## config.mk

```make
export PLATFORM = sky130hd
export DESIGN_NAME = srrc_top
export DESIGN_NICKNAME = d
export VERILOG_FILES = /design/src/core/srrc_pkg.sv /design/src/core/srrc_top.sv /design/src/core/srrc_wait_counter.sv
export SDC_FILE = /design/constraint.sdc
export NUM_CORES = 1
export LEC_CHECK = 0
export BUFFER_PORTS_ARGS = -buffer_cell sky130_fd_sc_hd__buf_2
export CAP_MARGIN = 20
export CORE_AREA = 3 3 93 95
export DETAILED_ROUTE_END_ITERATION = 10
export DIE_AREA = 0 0 96 98
export GPL_ROUTABILITY_DRIVEN = 1
export PLACE_DENSITY = 0.76
export REMOVE_ABC_BUFFERS = 1
export SETUP_SLACK_MARGIN = 0.2
export SLEW_MARGIN = 20
export SYNTH_ARGS = -nofsm -noshare
export SYNTH_HDL_FRONTEND = slang
export SYNTH_SLANG_ARGS = --single-unit
```

## constraint.sdc

```tcl
create_clock -name CLK_I -period 6.95 [get_ports CLK_I]
set_input_delay 0.695 -clock CLK_I [delete_from_list [all_inputs] [get_ports CLK_I]]
set_output_delay 0.695 -clock CLK_I [all_outputs]
set_load 0.03 [all_outputs]
```

## src/core/srrc_pkg.sv

```systemverilog
package srrc_pkg;

	// ****************************************
	// Timing
	// ****************************************
	localparam int unsigned CLK_HZ = 20_000_000;
	localparam real EXT_RESET_MIN_US = 10.0;
	localparam int unsigned EXT_RESET_MIN_CYC =
		(int'($ceil(EXT_RESET_MIN_US * real'(CLK_HZ) / 1.0e6)) < 1) ? 1 :
		int'($ceil(EXT_RESET_MIN_US * real'(CLK_HZ) / 1.0e6));
	localparam int unsigned MIN_CNT_W = 8;

	// Stabilization waits in main-clock periods
	localparam int unsigned WAIT_SHORT_CYC = 4096;
	localparam int unsigned WAIT_MID_CYC = 32768;
	localparam int unsigned WAIT_LONG_CYC = 131072;
	localparam int unsigned WAIT_CNT_W = 18;

	// ****************************************
	// Wait select field
	// ****************************************
	localparam logic [2:0] WSEL_RESET = 3'h4;
	localparam logic [2:0] WSEL_SHORT = 3'h0;
	localparam logic [2:0] WSEL_MID = 3'h2;
	localparam logic [2:0] WSEL_LONG = 3'h4;

	localparam logic [15:0] RESET_VECTOR_ADDR = 16'h0000;
	localparam int unsigned NUM_IRQ = 8;

	// ****************************************
	// Register map (byte addresses)
	// ****************************************
	localparam logic [7:0] REG_CTRL = 8'h00;
	localparam logic [7:0] REG_WSEL = 8'h04;
	localparam logic [7:0] REG_STATUS = 8'h08;
	localparam int unsigned CTRL_HALT_BIT = 0;
	localparam int unsigned CTRL_STOP_BIT = 1;

	typedef enum logic [2:0] {
		ST_RESET,
		ST_RST_WAIT,
		ST_RUN,
		ST_HALT,
		ST_STOP,
		ST_STOP_WAIT
	} srrc_state_t;

	typedef struct packed {
		logic [NUM_IRQ-1:0] request;
		logic [NUM_IRQ-1:0] interrupt_mask_flag;
		logic nmi;
		logic global_interrupt_enable;
	} srrc_irq_t;

	typedef struct packed {
		logic cpu_run;
		logic vector_fetch;
		logic service_irq;
		logic next_instr;
		logic pins_hiz;
		logic osc_enable;
		logic periph_stop;
		logic sub_periph_run;
	} srrc_ctl_t;

endpackage

```

## src/core/srrc_top.sv

```systemverilog
`timescale 1ns/1ps
`default_nettype none
module srrc_top (
	// Clock and reset
	input wire logic CLK_I,
	input wire logic RESET_N_I,
	input wire logic CE_I,
	// Reset sources
	input wire logic RESET_PIN_N_I,
	input wire logic WDT_OVERFLOW_I,
	input wire logic SUPPLY_GOOD_I,
	// Clock status
	input wire logic SUBCLK_RUNNING_I,
	input wire logic SUBCLK_SELECTED_I,
	// Interrupt controller and CPU
	input wire srrc_pkg::srrc_irq_t IRQ_I,
	input wire logic HALT_EXEC_I,
	input wire logic STOP_EXEC_I,
	// Control to the chip
	output srrc_pkg::srrc_ctl_t CTL_O,
	output logic [15:0] VECTOR_ADDR_O,
	output srrc_pkg::srrc_state_t STATE_O,
	// AHB-Lite slave
	input wire logic HSEL,
	input wire logic [31:0] HADDR,
	input wire logic [1:0] HTRANS,
	input wire logic HWRITE,
	input wire logic [2:0] HSIZE,
	input wire logic [31:0] HWDATA,
	input wire logic HREADY,
	output logic [31:0] HRDATA,
	output logic HREADYOUT,
	output logic HRESP
);
	import srrc_pkg::*;

	// ****************************************
	// Functions
	// ****************************************
	function automatic logic [WAIT_CNT_W-1:0] wait_len(input logic [2:0] sel);
		unique case (sel)
			WSEL_SHORT: wait_len = WAIT_CNT_W'(WAIT_SHORT_CYC);
			WSEL_MID: wait_len = WAIT_CNT_W'(WAIT_MID_CYC);
			default: wait_len = WAIT_CNT_W'(WAIT_LONG_CYC);
		endcase
	endfunction

	function automatic logic legal_sel(input logic [2:0] sel);
		legal_sel = (sel == WSEL_SHORT) || (sel == WSEL_MID) || (sel == WSEL_LONG);
	endfunction

	// ****************************************
	// Reset merge
	// ****************************************
	logic [MIN_CNT_W-1:0] pin_low_cnt_q;
	logic pin_reset_q;
	logic int_reset;

	// Short glitches on the pin are ignored; only a full minimum low is accepted
	always_ff @(posedge CLK_I) begin
		if (!RESET_N_I) begin
			pin_low_cnt_q <= '0;
			pin_reset_q <= 1'b0;
		end else if (CE_I) begin
			if (RESET_PIN_N_I) begin
				pin_low_cnt_q <= '0;
				pin_reset_q <= 1'b0;
			end else if (pin_low_cnt_q < MIN_CNT_W'(EXT_RESET_MIN_CYC - 1)) begin
				pin_low_cnt_q <= pin_low_cnt_q + MIN_CNT_W'(1);
			end else begin
				pin_reset_q <= 1'b1;
			end
		end
	end

	// One equivalent reset from the three sources
	assign int_reset = pin_reset_q || WDT_OVERFLOW_I || !SUPPLY_GOOD_I;

	// ****************************************
	// Registers
	// ****************************************
	logic [2:0] wsel_q;
	logic sw_halt_q;
	logic sw_stop_q;
	logic addr_ph_q;
	logic write_ph_q;
	logic [7:0] addr_q;
	srrc_state_t state_q;
	logic [1:0] wake_cause_q;

	always_ff @(posedge CLK_I) begin
		if (!RESET_N_I) begin
			addr_ph_q <= 1'b0;
			write_ph_q <= 1'b0;
			addr_q <= '0;
		end else if (CE_I) begin
			addr_ph_q <= HSEL && HREADY && HTRANS[1];
			write_ph_q <= HSEL && HREADY && HTRANS[1] && HWRITE;
			if (HSEL && HREADY && HTRANS[1]) begin
				addr_q <= HADDR[7:0];
			end
		end
	end

	// Prohibited codes are refused so the wait is always one of three lengths
	always_ff @(posedge CLK_I) begin
		if (!RESET_N_I || int_reset) begin
			wsel_q <= WSEL_RESET;
			sw_halt_q <= 1'b0;
			sw_stop_q <= 1'b0;
		end else if (CE_I) begin
			sw_halt_q <= 1'b0;
			sw_stop_q <= 1'b0;
			if (write_ph_q && addr_q == REG_WSEL && legal_sel(HWDATA[2:0])) begin
				wsel_q <= HWDATA[2:0];
			end
			if (write_ph_q && addr_q == REG_CTRL) begin
				sw_halt_q <= HWDATA[CTRL_HALT_BIT];
				sw_stop_q <= HWDATA[CTRL_STOP_BIT];
			end
		end
	end

	always_ff @(posedge CLK_I) begin
		if (!RESET_N_I) begin
			HRDATA <= '0;
		end else if (CE_I) begin
			HRDATA <= '0;
			if (HSEL && HREADY && HTRANS[1] && !HWRITE) begin
				unique case (HADDR[7:0])
					REG_WSEL: HRDATA <= {29'h0, wsel_q};
					REG_STATUS: HRDATA <= {27'h0, wake_cause_q, state_q};
					default: HRDATA <= '0;
				endcase
			end
		end
	end

	assign HREADYOUT = 1'b1;
	assign HRESP = 1'b0;

	// ****************************************
	// Sequencer
	// ****************************************
	logic wake_any;
	logic wait_start;
	logic wait_done;
	logic [WAIT_CNT_W-1:0] wait_term;
	logic halt_req;
	logic stop_req;

	// Only unmasked requests count, sampled every cycle
	assign wake_any = |(IRQ_I.request & ~IRQ_I.interrupt_mask_flag);
	assign halt_req = HALT_EXEC_I || sw_halt_q;
	assign stop_req = STOP_EXEC_I || sw_stop_q;

	// Reset wait fixed, STOP wait from selector
	assign wait_term = (state_q == ST_STOP || state_q == ST_STOP_WAIT) ?
		wait_len(wsel_q) : WAIT_CNT_W'(WAIT_MID_CYC);
	assign wait_start = ((state_q == ST_RESET) && !int_reset) ||
		((state_q == ST_STOP) && wake_any && !int_reset);

	srrc_wait_counter u_wait (
		.CLK_I(CLK_I),
		.RESET_N_I(RESET_N_I),
		.ce_i(CE_I),
		.start_i(wait_start),
		.terminal_i(wait_term),
		.done_o(wait_done)
	);

	always_ff @(posedge CLK_I) begin
		if (!RESET_N_I) begin
			state_q <= ST_RESET;
		end else if (CE_I) begin
			if (int_reset) begin
				state_q <= ST_RESET;
			end else begin
				unique case (state_q)
					ST_RESET: state_q <= ST_RST_WAIT;
					ST_RST_WAIT: if (wait_done) state_q <= ST_RUN;
					ST_RUN: begin
						if (stop_req) begin
							state_q <= ST_STOP;
						end else if (halt_req) begin
							state_q <= ST_HALT;
						end
					end
					ST_HALT: if (wake_any || IRQ_I.nmi) state_q <= ST_RUN;
					ST_STOP: if (wake_any) state_q <= ST_STOP_WAIT;
					ST_STOP_WAIT: if (wait_done) state_q <= ST_RUN;
					default: state_q <= ST_RESET;
				endcase
			end
		end
	end

	// 0 none, 1 next instruction, 2 servicing, 3 reset vector
	always_ff @(posedge CLK_I) begin
		if (!RESET_N_I || int_reset) begin
			wake_cause_q <= 2'h3;
		end else if (CE_I) begin
			if (state_q == ST_HALT && IRQ_I.nmi) begin
				wake_cause_q <= 2'h2;
			end else if ((state_q == ST_HALT || state_q == ST_STOP) && wake_any) begin
				wake_cause_q <= IRQ_I.global_interrupt_enable ? 2'h2 : 2'h1;
			end
			// Cause holds until the next wake, so software can still read it in RUN
		end
	end

	// ****************************************
	// Outputs
	// ****************************************
	logic entering_run;
	assign entering_run = (state_q != ST_RUN) && !int_reset &&
		(((state_q == ST_RST_WAIT || state_q == ST_STOP_WAIT) && wait_done) ||
		(state_q == ST_HALT && (wake_any || IRQ_I.nmi)));

	always_ff @(posedge CLK_I) begin
		if (!RESET_N_I) begin
			CTL_O <= '0;
			VECTOR_ADDR_O <= '0;
		end else if (CE_I) begin
			CTL_O.cpu_run <= entering_run || (state_q == ST_RUN && !int_reset &&
				!stop_req && !halt_req);
			CTL_O.vector_fetch <= entering_run && state_q == ST_RST_WAIT;
			CTL_O.service_irq <= entering_run && state_q != ST_RST_WAIT &&
				((state_q == ST_HALT && IRQ_I.nmi) || IRQ_I.global_interrupt_enable);
			CTL_O.next_instr <= entering_run && state_q != ST_RST_WAIT &&
				!(state_q == ST_HALT && IRQ_I.nmi) && !IRQ_I.global_interrupt_enable;
			// Pins float until the reset wait finishes
			CTL_O.pins_hiz <= int_reset || state_q == ST_RESET ||
				(state_q == ST_RST_WAIT && !wait_done);
			CTL_O.osc_enable <= !(state_q == ST_STOP && !wake_any) || int_reset;
			CTL_O.periph_stop <= state_q == ST_STOP;
			CTL_O.sub_periph_run <= state_q != ST_STOP ||
				(SUBCLK_RUNNING_I && SUBCLK_SELECTED_I);
			VECTOR_ADDR_O <= RESET_VECTOR_ADDR;
		end
	end

	assign STATE_O = state_q;

	// ****************************************
	// Assertions
	// ****************************************
	property p_reset_to_reset_state;
		@(posedge CLK_I) disable iff (!RESET_N_I)
		(CE_I && int_reset) |=> state_q == ST_RESET;
	endproperty
	a_reset_to_reset_state: assert property (p_reset_to_reset_state)
		else $error("internal reset did not return to reset state");

	property p_masked_stop_holds;
		@(posedge CLK_I) disable iff (!RESET_N_I)
		(CE_I && state_q == ST_STOP && !wake_any && !int_reset) |=> state_q == ST_STOP;
	endproperty
	a_masked_stop_holds: assert property (p_masked_stop_holds)
		else $error("STOP left without unmasked request");

	property p_halt_wake;
		@(posedge CLK_I) disable iff (!RESET_N_I)
		(CE_I && state_q == ST_HALT && (wake_any || IRQ_I.nmi) && !int_reset)
			|=> state_q == ST_RUN;
	endproperty
	a_halt_wake: assert property (p_halt_wake)
		else $error("HALT not released by request");

	property p_nmi_serviced;
		@(posedge CLK_I) disable iff (!RESET_N_I)
		(CE_I && state_q == ST_HALT && IRQ_I.nmi && !int_reset) |=> CTL_O.service_irq;
	endproperty
	a_nmi_serviced: assert property (p_nmi_serviced)
		else $error("non-maskable wake not serviced");

	property p_stop_entry;
		@(posedge CLK_I) disable iff (!RESET_N_I)
		(CE_I && state_q == ST_RUN && stop_req && !int_reset) |=> state_q == ST_STOP;
	endproperty
	a_stop_entry: assert property (p_stop_entry)
		else $error("STOP request did not enter STOP");

	property p_pins_hiz_reset;
		@(posedge CLK_I) disable iff (!RESET_N_I)
		(CE_I && int_reset) |=> CTL_O.pins_hiz;
	endproperty
	a_pins_hiz_reset: assert property (p_pins_hiz_reset)
		else $error("pins driven during reset");

	property p_periph_stopped;
		@(posedge CLK_I) disable iff (!RESET_N_I)
		(CE_I && state_q == ST_STOP) |=> CTL_O.periph_stop;
	endproperty
	a_periph_stopped: assert property (p_periph_stopped)
		else $error("peripherals running in STOP");

	property p_wsel_legal;
		@(posedge CLK_I) disable iff (!RESET_N_I)
		##1 legal_sel(wsel_q);
	endproperty
	a_wsel_legal: assert property (p_wsel_legal)
		else $error("prohibited wait code stored");

	property p_reset_wait_fixed;
		@(posedge CLK_I) disable iff (!RESET_N_I)
		state_q == ST_RST_WAIT |-> wait_term == WAIT_CNT_W'(WAIT_MID_CYC);
	endproperty
	a_reset_wait_fixed: assert property (p_reset_wait_fixed)
		else $error("reset wait not fixed length");
endmodule
`default_nettype wire

```

## src/core/srrc_wait_counter.sv

```systemverilog
`timescale 1ns/1ps
`default_nettype none
module srrc_wait_counter (
	// Clock and reset
	input wire logic CLK_I,
	input wire logic RESET_N_I,
	input wire logic ce_i,
	// Control
	input wire logic start_i,
	input wire logic [srrc_pkg::WAIT_CNT_W-1:0] terminal_i,
	output logic done_o
);
	import srrc_pkg::*;

	logic [WAIT_CNT_W-1:0] cnt_q;
	logic running_q;

	// Counts main oscillator periods from start; done is a one-cycle pulse
	always_ff @(posedge CLK_I) begin
		if (!RESET_N_I) begin
			cnt_q <= '0;
			running_q <= 1'b0;
			done_o <= 1'b0;
		end else if (ce_i) begin
			done_o <= 1'b0;
			if (start_i) begin
				cnt_q <= WAIT_CNT_W'(1);
				running_q <= 1'b1;
			end else if (running_q) begin
				if (cnt_q >= terminal_i) begin
					running_q <= 1'b0;
					done_o <= 1'b1;
				end else begin
					cnt_q <= cnt_q + WAIT_CNT_W'(1);
				end
			end
		end
	end
endmodule
`default_nettype wire

```

==> flow_summary.ini, run 1 <==
[synth]
postSynth.asyncResetShare = 0
synth_flop_cell = sky130_fd_sc_hd__dfxtp_1
syn-instance-count = 452
register_area_share_after_synthesis = 0.345
synth_enable_flop_cells = 0
synth-seq-cells = 61
yosysWarningCount = 0
syn_area_um2 = 3540
syn-mean-instance-area_um2 = 7.84
synth.distinct_cells = 56

[critical_path]
rr_startpoint = STATE_O[2]
timing.reg2reg.setup_slack_ps = 3490
r2r_cells = 8
worst_r2r_endpoint = u_wait.cnt_q[14]
critical_path_peak_fanout = 15
arrival_ps = 3720
critPathRequiredTime_ps = 7210
timing.setup.critical_path_class = flip-flop to flip-flop
critPathCaptureType = flip-flop
worstSetupStartpointType = flip-flop

[sta]
totalNegativeSetupSlack_ps = 0
finalCriticalPeriod_ps = 3460
timing.clock.skew_ps = 7.34
fin_ws_ps = 3490
finalMaxSlewViolations = 0
peak_clock_frequency_supported_by_timing_ghz = 0.289
layout_worst_path_cycle_share = 0.498
transition_time_at_the_pin_with_the_least_slew_margin_ps = 923
finalHoldViolations = 0
setup_repair_after_global_routing_missed_its_margin = no
fin_worst_hold_slack_ps = 462
finalSetupViolations = 0
maxSlewHeadroom = 0.380

[die]
die_y_um = 98
row_count = 32
floorplan.die.width_um = 96
io_pins = 161
fp.dieArea_um2 = 9410
start_util = 0.454
core_area_um2 = 7810

[cells_and_area]
layout.filler_cells = 750
layout-drive-gt1-share = 0.169
area_growth_pct = 10.8
antenna_cells = 0
final_util = 0.503
top_library_cells_by_usage_in_the_layout_fill_and_taps_aside = sky130_fd_sc_hd__dfxtp_1 (61), sky130_fd_sc_hd__buf_2 (58), sky130_fd_sc_hd__nand2_1 (50)
most_common_cell_after_layout_fill_and_taps_aside = sky130_fd_sc_hd__dfxtp_1
num-nets-final = 611

[grt]
grt.busiest_layer = met2
globalRouteOverflowTotal = 0
grt_antenna_before_repair = 0
grt.total_usage = 0.182
first_pass_grt_wire_length_um = 13600
via_count_of_the_first_global_routing_pass = 3008
global_route.usage.met2 = 0.289
groute.layer.met1.usage = 0.228
grt_max_degree = 32
met3_usage = 0.0393

[clocking]
clockRootBuffer = sky130_fd_sc_hd__clkbuf_8
postCtsSetupBuffers = 0
htree_num_levels = 3
cts.repair.resized = 0
clock_tree_from_tritoncts = built
cts-hold-fix-buffers = 0
worstSkewPairLatency_ps = 350
clk_transition_reported_paths_ps = 70
tritoncts_sink_count = 61
cts_made_buffers = 9
cts.path.max_buffers = 2

[pwr]
power.share.switching = 0.295
power_uw = 767
comb_power_share = 0.127
power.share.clock = 0.406
seq_power_share = 0.466
vdd.ir_drop.worst_v = 0.0000939
power.internal_uw = 541
power_density_nw_per_um2 = 195
leakagePower_uw = 0.00155
switchingPower_uw = 226

[routing]
drt-total-wl_um = 8680
drt_iter0_markers = 216
drt-pass1-iter-count = 5
wl_per_cell_um = 14.2
mean_number_of_vias_per_cell = 5.61
post-route-drc-count = 0
vias = 3431
postRouteAntennaNets = 0

[placement]
io_buffer_count = 58
dpl.hpwl_um = 6270
globalplace.congestion = 0.864
preCtsSetupSlack_ps = 3570

[min_path]
whs_path_depth = 2
min_delay_src = addr_q[6]
worstHoldEndpoint = addr_q[6]
worst_hold_path_type = flip-flop to flip-flop

[status]
status = completed

[flow_run]
drv_cap = 0
-- power groups by stage --
stage	sequential [uW]	clock, uW	combinational (uW)
after floorplan	368	0	62.1
after global placement	365	0	95.1
after detailed placement	366	0	96.8
after CTS	358	316	97.0
after global routing	358	330	107
final	358	312	97.8
-- sequential cells by signal, summed over array words and instances, names as in the netlist --
signal            flops
u_wait.done_o         1
wsel_q                3
u_wait.running_q      1
u_wait.cnt_q         18
wake_cause_q          2
pin_reset_q           1
pin_low_cnt_q         8
write_ph_q            1
STATE_O               3
sw_stop_q             1
sw_halt_q             1
CTL_O                 8
addr_q                8
HRDATA                5
-- area by class of cell --
type                            count  area [um^2]  area share
Multi-Input combinational cell    356         2020       0.515
Clock buffer                       10          128      0.0325
Inverter                           18         67.6      0.0172
Sequential cell                    61         1220       0.311
Timing Repair Buffer               59          298      0.0758
Clock inverter                      6         63.8      0.0163
Tap cell                          102          128      0.0325
-- synthesized netlist by cell type (3+ instances only) --
master	instances	area, um^2
sky130_fd_sc_hd__nand3_1	18	90.1
sky130_fd_sc_hd__or2_2	3	18.8
sky130_fd_sc_hd__o21a_1	3	22.5
sky130_fd_sc_hd__ha_1	6	75.1
sky130_fd_sc_hd__nor3_1	8	40.0
sky130_fd_sc_hd__or3_1	5	31.3
sky130_fd_sc_hd__or4_1	7	52.6
sky130_fd_sc_hd__o211ai_1	6	45.0
sky130_fd_sc_hd__nor4_1	10	62.6
sky130_fd_sc_hd__nand3b_1	5	37.5
sky130_fd_sc_hd__clkbuf_1	11	41.3
sky130_fd_sc_hd__nand2_1	50	188
sky130_fd_sc_hd__inv_1	18	67.6
sky130_fd_sc_hd__a21oi_1	32	160
sky130_fd_sc_hd__a22oi_1	4	30.0
sky130_fd_sc_hd__and3_1	4	25.0
sky130_fd_sc_hd__nand2b_1	9	56.3
sky130_fd_sc_hd__a31oi_1	9	56.3
sky130_fd_sc_hd__buf_4	45	338
sky130_fd_sc_hd__nor2b_1	4	25.0
sky130_fd_sc_hd__nand4_1	11	68.8
sky130_fd_sc_hd__mux2i_1	10	100
sky130_fd_sc_hd__o2111ai_1	3	26.3
sky130_fd_sc_hd__o21ai_0	24	120
sky130_fd_sc_hd__nor2_1	38	143
sky130_fd_sc_hd__nor3b_1	3	22.5
sky130_fd_sc_hd__a221oi_1	6	52.6
sky130_fd_sc_hd__o31ai_1	3	22.5
sky130_fd_sc_hd__dfxtp_1	61	1220
-- logic make-up (layout without fill, tap and decap cells) --
logic type      after synthesis  after routing  share of synthesized area
fa+ha+maj                     6              6                     0.0212
buf+inv                      78             93                      0.131
compound gates              107            107                      0.195
flops                        61             61                      0.345
xor+xnor                      4              4                    0.00989
other cells                   2             45                    0.00212
mux                          10             10                     0.0282
simple gates                184            184                      0.268
-- how the worst max path moves through the flow --
stage	slack, ps	end	from	cells past startpoint
floorplan	4030	u_wait.cnt_q[12]	STATE_O[2]	8
global placement	3650	u_wait.cnt_q[12]	STATE_O[2]	8
global route	3210	u_wait.cnt_q[12]	STATE_O[2]	8
detailed placement	3570	u_wait.cnt_q[12]	STATE_O[2]	8
CTS	3530	u_wait.cnt_q[14]	STATE_O[2]	8
finish	3490	u_wait.cnt_q[14]	STATE_O[2]	8
-- metal layers --
metal | vias up | part of all wire
met5 | - | 0
met2 | 159 | 0.46
met4 | 0 | 0.018
met1 | 1599 | 0.43
li1 | 1660 | -
met3 | 13 | 0.088
-- critical path: stages, from the launching register on --
cell                       delay (ps)
sky130_fd_sc_hd__dfxtp_1          620
sky130_fd_sc_hd__nand2b_1         190
sky130_fd_sc_hd__or2_2            330
sky130_fd_sc_hd__ha_1             310
sky130_fd_sc_hd__and4bb_2         280
sky130_fd_sc_hd__nand4_1          200
sky130_fd_sc_hd__o21ai_1          790
sky130_fd_sc_hd__nand3_1          370
sky130_fd_sc_hd__a31oi_1          280
-- through the flow --
stage                     cells  area [um^2]
final                       612         3930
after global routing        612         3930
after CTS                   612         3930
after detailed placement    596         3730
after global placement      596         3730
after floorplan             435         3310
(Power assumes the default switching activity.)
==> run 2: changes to the inputs <==
ABC_AREA = 1   (was default)
CORE_AREA = 3 3 96 98   (was 3 3 93 95)
DIE_AREA = 0 0 99 101   (was 0 0 96 98)
PLACE_DENSITY = 0.77   (was 0.76)
clock period = 2.89 ns   (was 6.95 ns; I/O delays follow)
==> run 2 against run 1 <==
Largest cell class unchanged. Maximum frequency increased by 54%. Highest routed layer unchanged. Via count grew 7.0%. Combinational power grew to 3.0 times the previous value. Flip-flop and latch count stayed put. Clock power rose to 2.9 times the previous value. Final cell count rose by 21%. Largest power group is now clock. Die area rose by 6.3%.
==> flow_summary.ini, run 2 <==
[grt]
first_pass_grt_wire_length_um = 14400
via_count_of_the_first_global_routing_pass = 3313
grt_antenna_before_repair = 0
grt.total_usage = 0.175
grt_max_degree = 29
globalRouteOverflowTotal = 0

[die]
core_area_um2 = 8550
start_util = 0.435
die_y_um = 101
io_pins = 161
row_count = 34
fp.dieArea_um2 = 10000
floorplan.die.width_um = 99

[sta]
finalMaxSlewViolations = 0
setup_repair_after_global_routing_missed_its_margin = no
layout_worst_path_cycle_share = 0.776
finalSetupViolations = 0
timing.clock.skew_ps = 12.4
fin_worst_hold_slack_ps = 210
finalHoldViolations = 0
totalNegativeSetupSlack_ps = 0
finalCriticalPeriod_ps = 2240
peak_clock_frequency_supported_by_timing_ghz = 0.446

[clocking]
clockRootBuffer = sky130_fd_sc_hd__clkbuf_8
cts.repair.resized = 0
cts-hold-fix-buffers = 0
tritoncts_sink_count = 61
clk_transition_reported_paths_ps = 70
cts_made_buffers = 9
worstSkewPairLatency_ps = 350
htree_num_levels = 3
cts.path.max_buffers = 2
clock_tree_from_tritoncts = built
postCtsSetupBuffers = 0

[synth]
synth.top_cells.by_count = sky130_fd_sc_hd__nand2_1 (134), sky130_fd_sc_hd__nor2_1 (76), sky130_fd_sc_hd__dfxtp_1 (61)
syn-mean-instance-area_um2 = 6.55
synth-seq-cells = 61
synth_flop_cell = sky130_fd_sc_hd__dfxtp_1
post_synth_main_area_contributors = sky130_fd_sc_hd__dfxtp_1 (33%), sky130_fd_sc_hd__nand2_1 (14%), sky130_fd_sc_hd__buf_4 (9.5%)
synth_enable_flop_cells = 0
synth_largest_area_cell = sky130_fd_sc_hd__dfxtp_1
syn_area_um2 = 3720
yosysWarningCount = 0
post-synth-top-area-fraction = 0.329
synth.distinct_cells = 36
synth.most_common_cell = sky130_fd_sc_hd__nand2_1
postSynth.asyncResetShare = 0
register_area_share_after_synthesis = 0.329
syn-instance-count = 567

[critical_path]
critical_path_peak_fanout = 13
timing.setup.critical_path_class = flip-flop to flip-flop
arrival_ps = 2490
worstSetupStartpointType = flip-flop
critPathRequiredTime_ps = 3130
critPathCaptureType = flip-flop

[pwr]
vdd.ir_drop.worst_v = 0.000369
power_density_nw_per_um2 = 491
leakagePower_uw = 0.00201

[cells_and_area]
most_common_cell_after_layout_fill_and_taps_aside = sky130_fd_sc_hd__nand2_1
num-nets-final = 734
largest_register_ff_count = 18
regMostFlops = u_wait.cnt_q
top_library_cells_by_usage_in_the_layout_fill_and_taps_aside = sky130_fd_sc_hd__nand2_1 (134), sky130_fd_sc_hd__nor2_1 (76), sky130_fd_sc_hd__dfxtp_1 (61)
layout-drive-gt1-share = 0.164
antenna_cells = 0
area_growth_pct = 12.7

[routing]
drt_iter0_markers = 156
post-route-drc-count = 0
drt-total-wl_um = 8740
drt-pass1-iter-count = 4
vias = 3672
wl_per_cell_um = 11.8
postRouteAntennaNets = 0
mean_number_of_vias_per_cell = 4.96

[placement]
globalplace.congestion = 0.889
dpl.hpwl_um = 6580
io_buffer_count = 58

[status]
status = completed

[min_path]
worst_hold_path_type = primary input to flip-flop

[flow_run]
drv_cap = 0
-- run 2: cell types whose count changed after synthesis, sizes merged, moves of 5 or more --
cell,before,now
a21oi,32,43
xor2,2,9
a221oi,6,0
and3,5,0
nand2b,9,0
mux2i,10,0
or4,8,0
or3,5,0
nand3,18,41
nor2,38,81
inv,18,61
a31oi,9,4
nand2,50,136
-- run 2: kinds of logic (layout without fill, tap and decap cells) --
family | after synthesis | after routing | synth area share
AND/OR/NAND/NOR | 291 | 291 | 0.343
other | 2 | 45 | 0.00202
adder cells (fa/ha/maj) | 6 | 6 | 0.0202
buffers and inverters | 120 | 143 | 0.172
XOR/XNOR | 9 | 9 | 0.0212
AO/OA/AOI/OAI | 78 | 78 | 0.113
flip-flops | 61 | 61 | 0.329
-- run 2: path summary, 6_finish.rpt --
path          startpoint               to  slack (ps)  cells past startpoint
max           STATE_O[1]  u_wait.cnt_q[5]         650                     15
min            HWDATA[2]        wsel_q[2]         210                      3
max reg2reg   STATE_O[1]  u_wait.cnt_q[5]         650                     15
min reg2reg  pin_reset_q      pin_reset_q         450                      2
-- run 2: metal layers --
metal / track usage / vias up / share of wire
met3: 0.0332 / 12 / 0.057
met2: 0.303 / 128 / 0.51
met1: 0.210 / 1676 / 0.42
li1: - / 1856 / -
met4: 0.0777 / 0 / 0.015
met5: 0 / - / 0
-- run 2: stage by stage --
step	utilization	area (um^2)	std cells	power [uW]	worst slack, ps
floorplan	-	3470	551	1090	436
global placement	0.462	3950	725	1170	699
detailed placement	0.462	3950	725	1180	646
CTS	0.490	4190	741	2070	639
global route	0.490	4190	741	2140	386
finish	0.490	4190	741	2060	648
-- run 2: final cells by class --
cell class                 instances  area, um^2
clock inverter                     5        82.6
inverter                          61         229
sequential                        61        1220
clock buffer                      11         151
fill                             858        4360
tap                              108         135
timing repair buffer              66         350
multi-input combinational        429        2020
-- run 2: worst max-delay path, cell delays in order, from the launching register on --
cell	delay [ps]
sky130_fd_sc_hd__dfxtp_1	380
sky130_fd_sc_hd__nor2_1	170
sky130_fd_sc_hd__inv_1	70
sky130_fd_sc_hd__o21ai_0	160
sky130_fd_sc_hd__ha_1	270
sky130_fd_sc_hd__nand2_1	80
sky130_fd_sc_hd__inv_1	40
sky130_fd_sc_hd__o21ai_1	100
sky130_fd_sc_hd__nand2_1	70
sky130_fd_sc_hd__nor2_2	150
sky130_fd_sc_hd__nand3b_4	90
sky130_fd_sc_hd__nand2_2	210
sky130_fd_sc_hd__buf_4	190
sky130_fd_sc_hd__nand2_1	50
sky130_fd_sc_hd__nand2_1	60
sky130_fd_sc_hd__nor2_1	40
-- run 2: where the power goes --
| group | leakage (uW) | switching (uW) | internal, uW |
|---|---|---|---|
| logic | 0.00140 | 219 | 76.4 |
| clock network | 0.000108 | 359 | 532 |
| registers | 0.000494 | 13.8 | 857 |
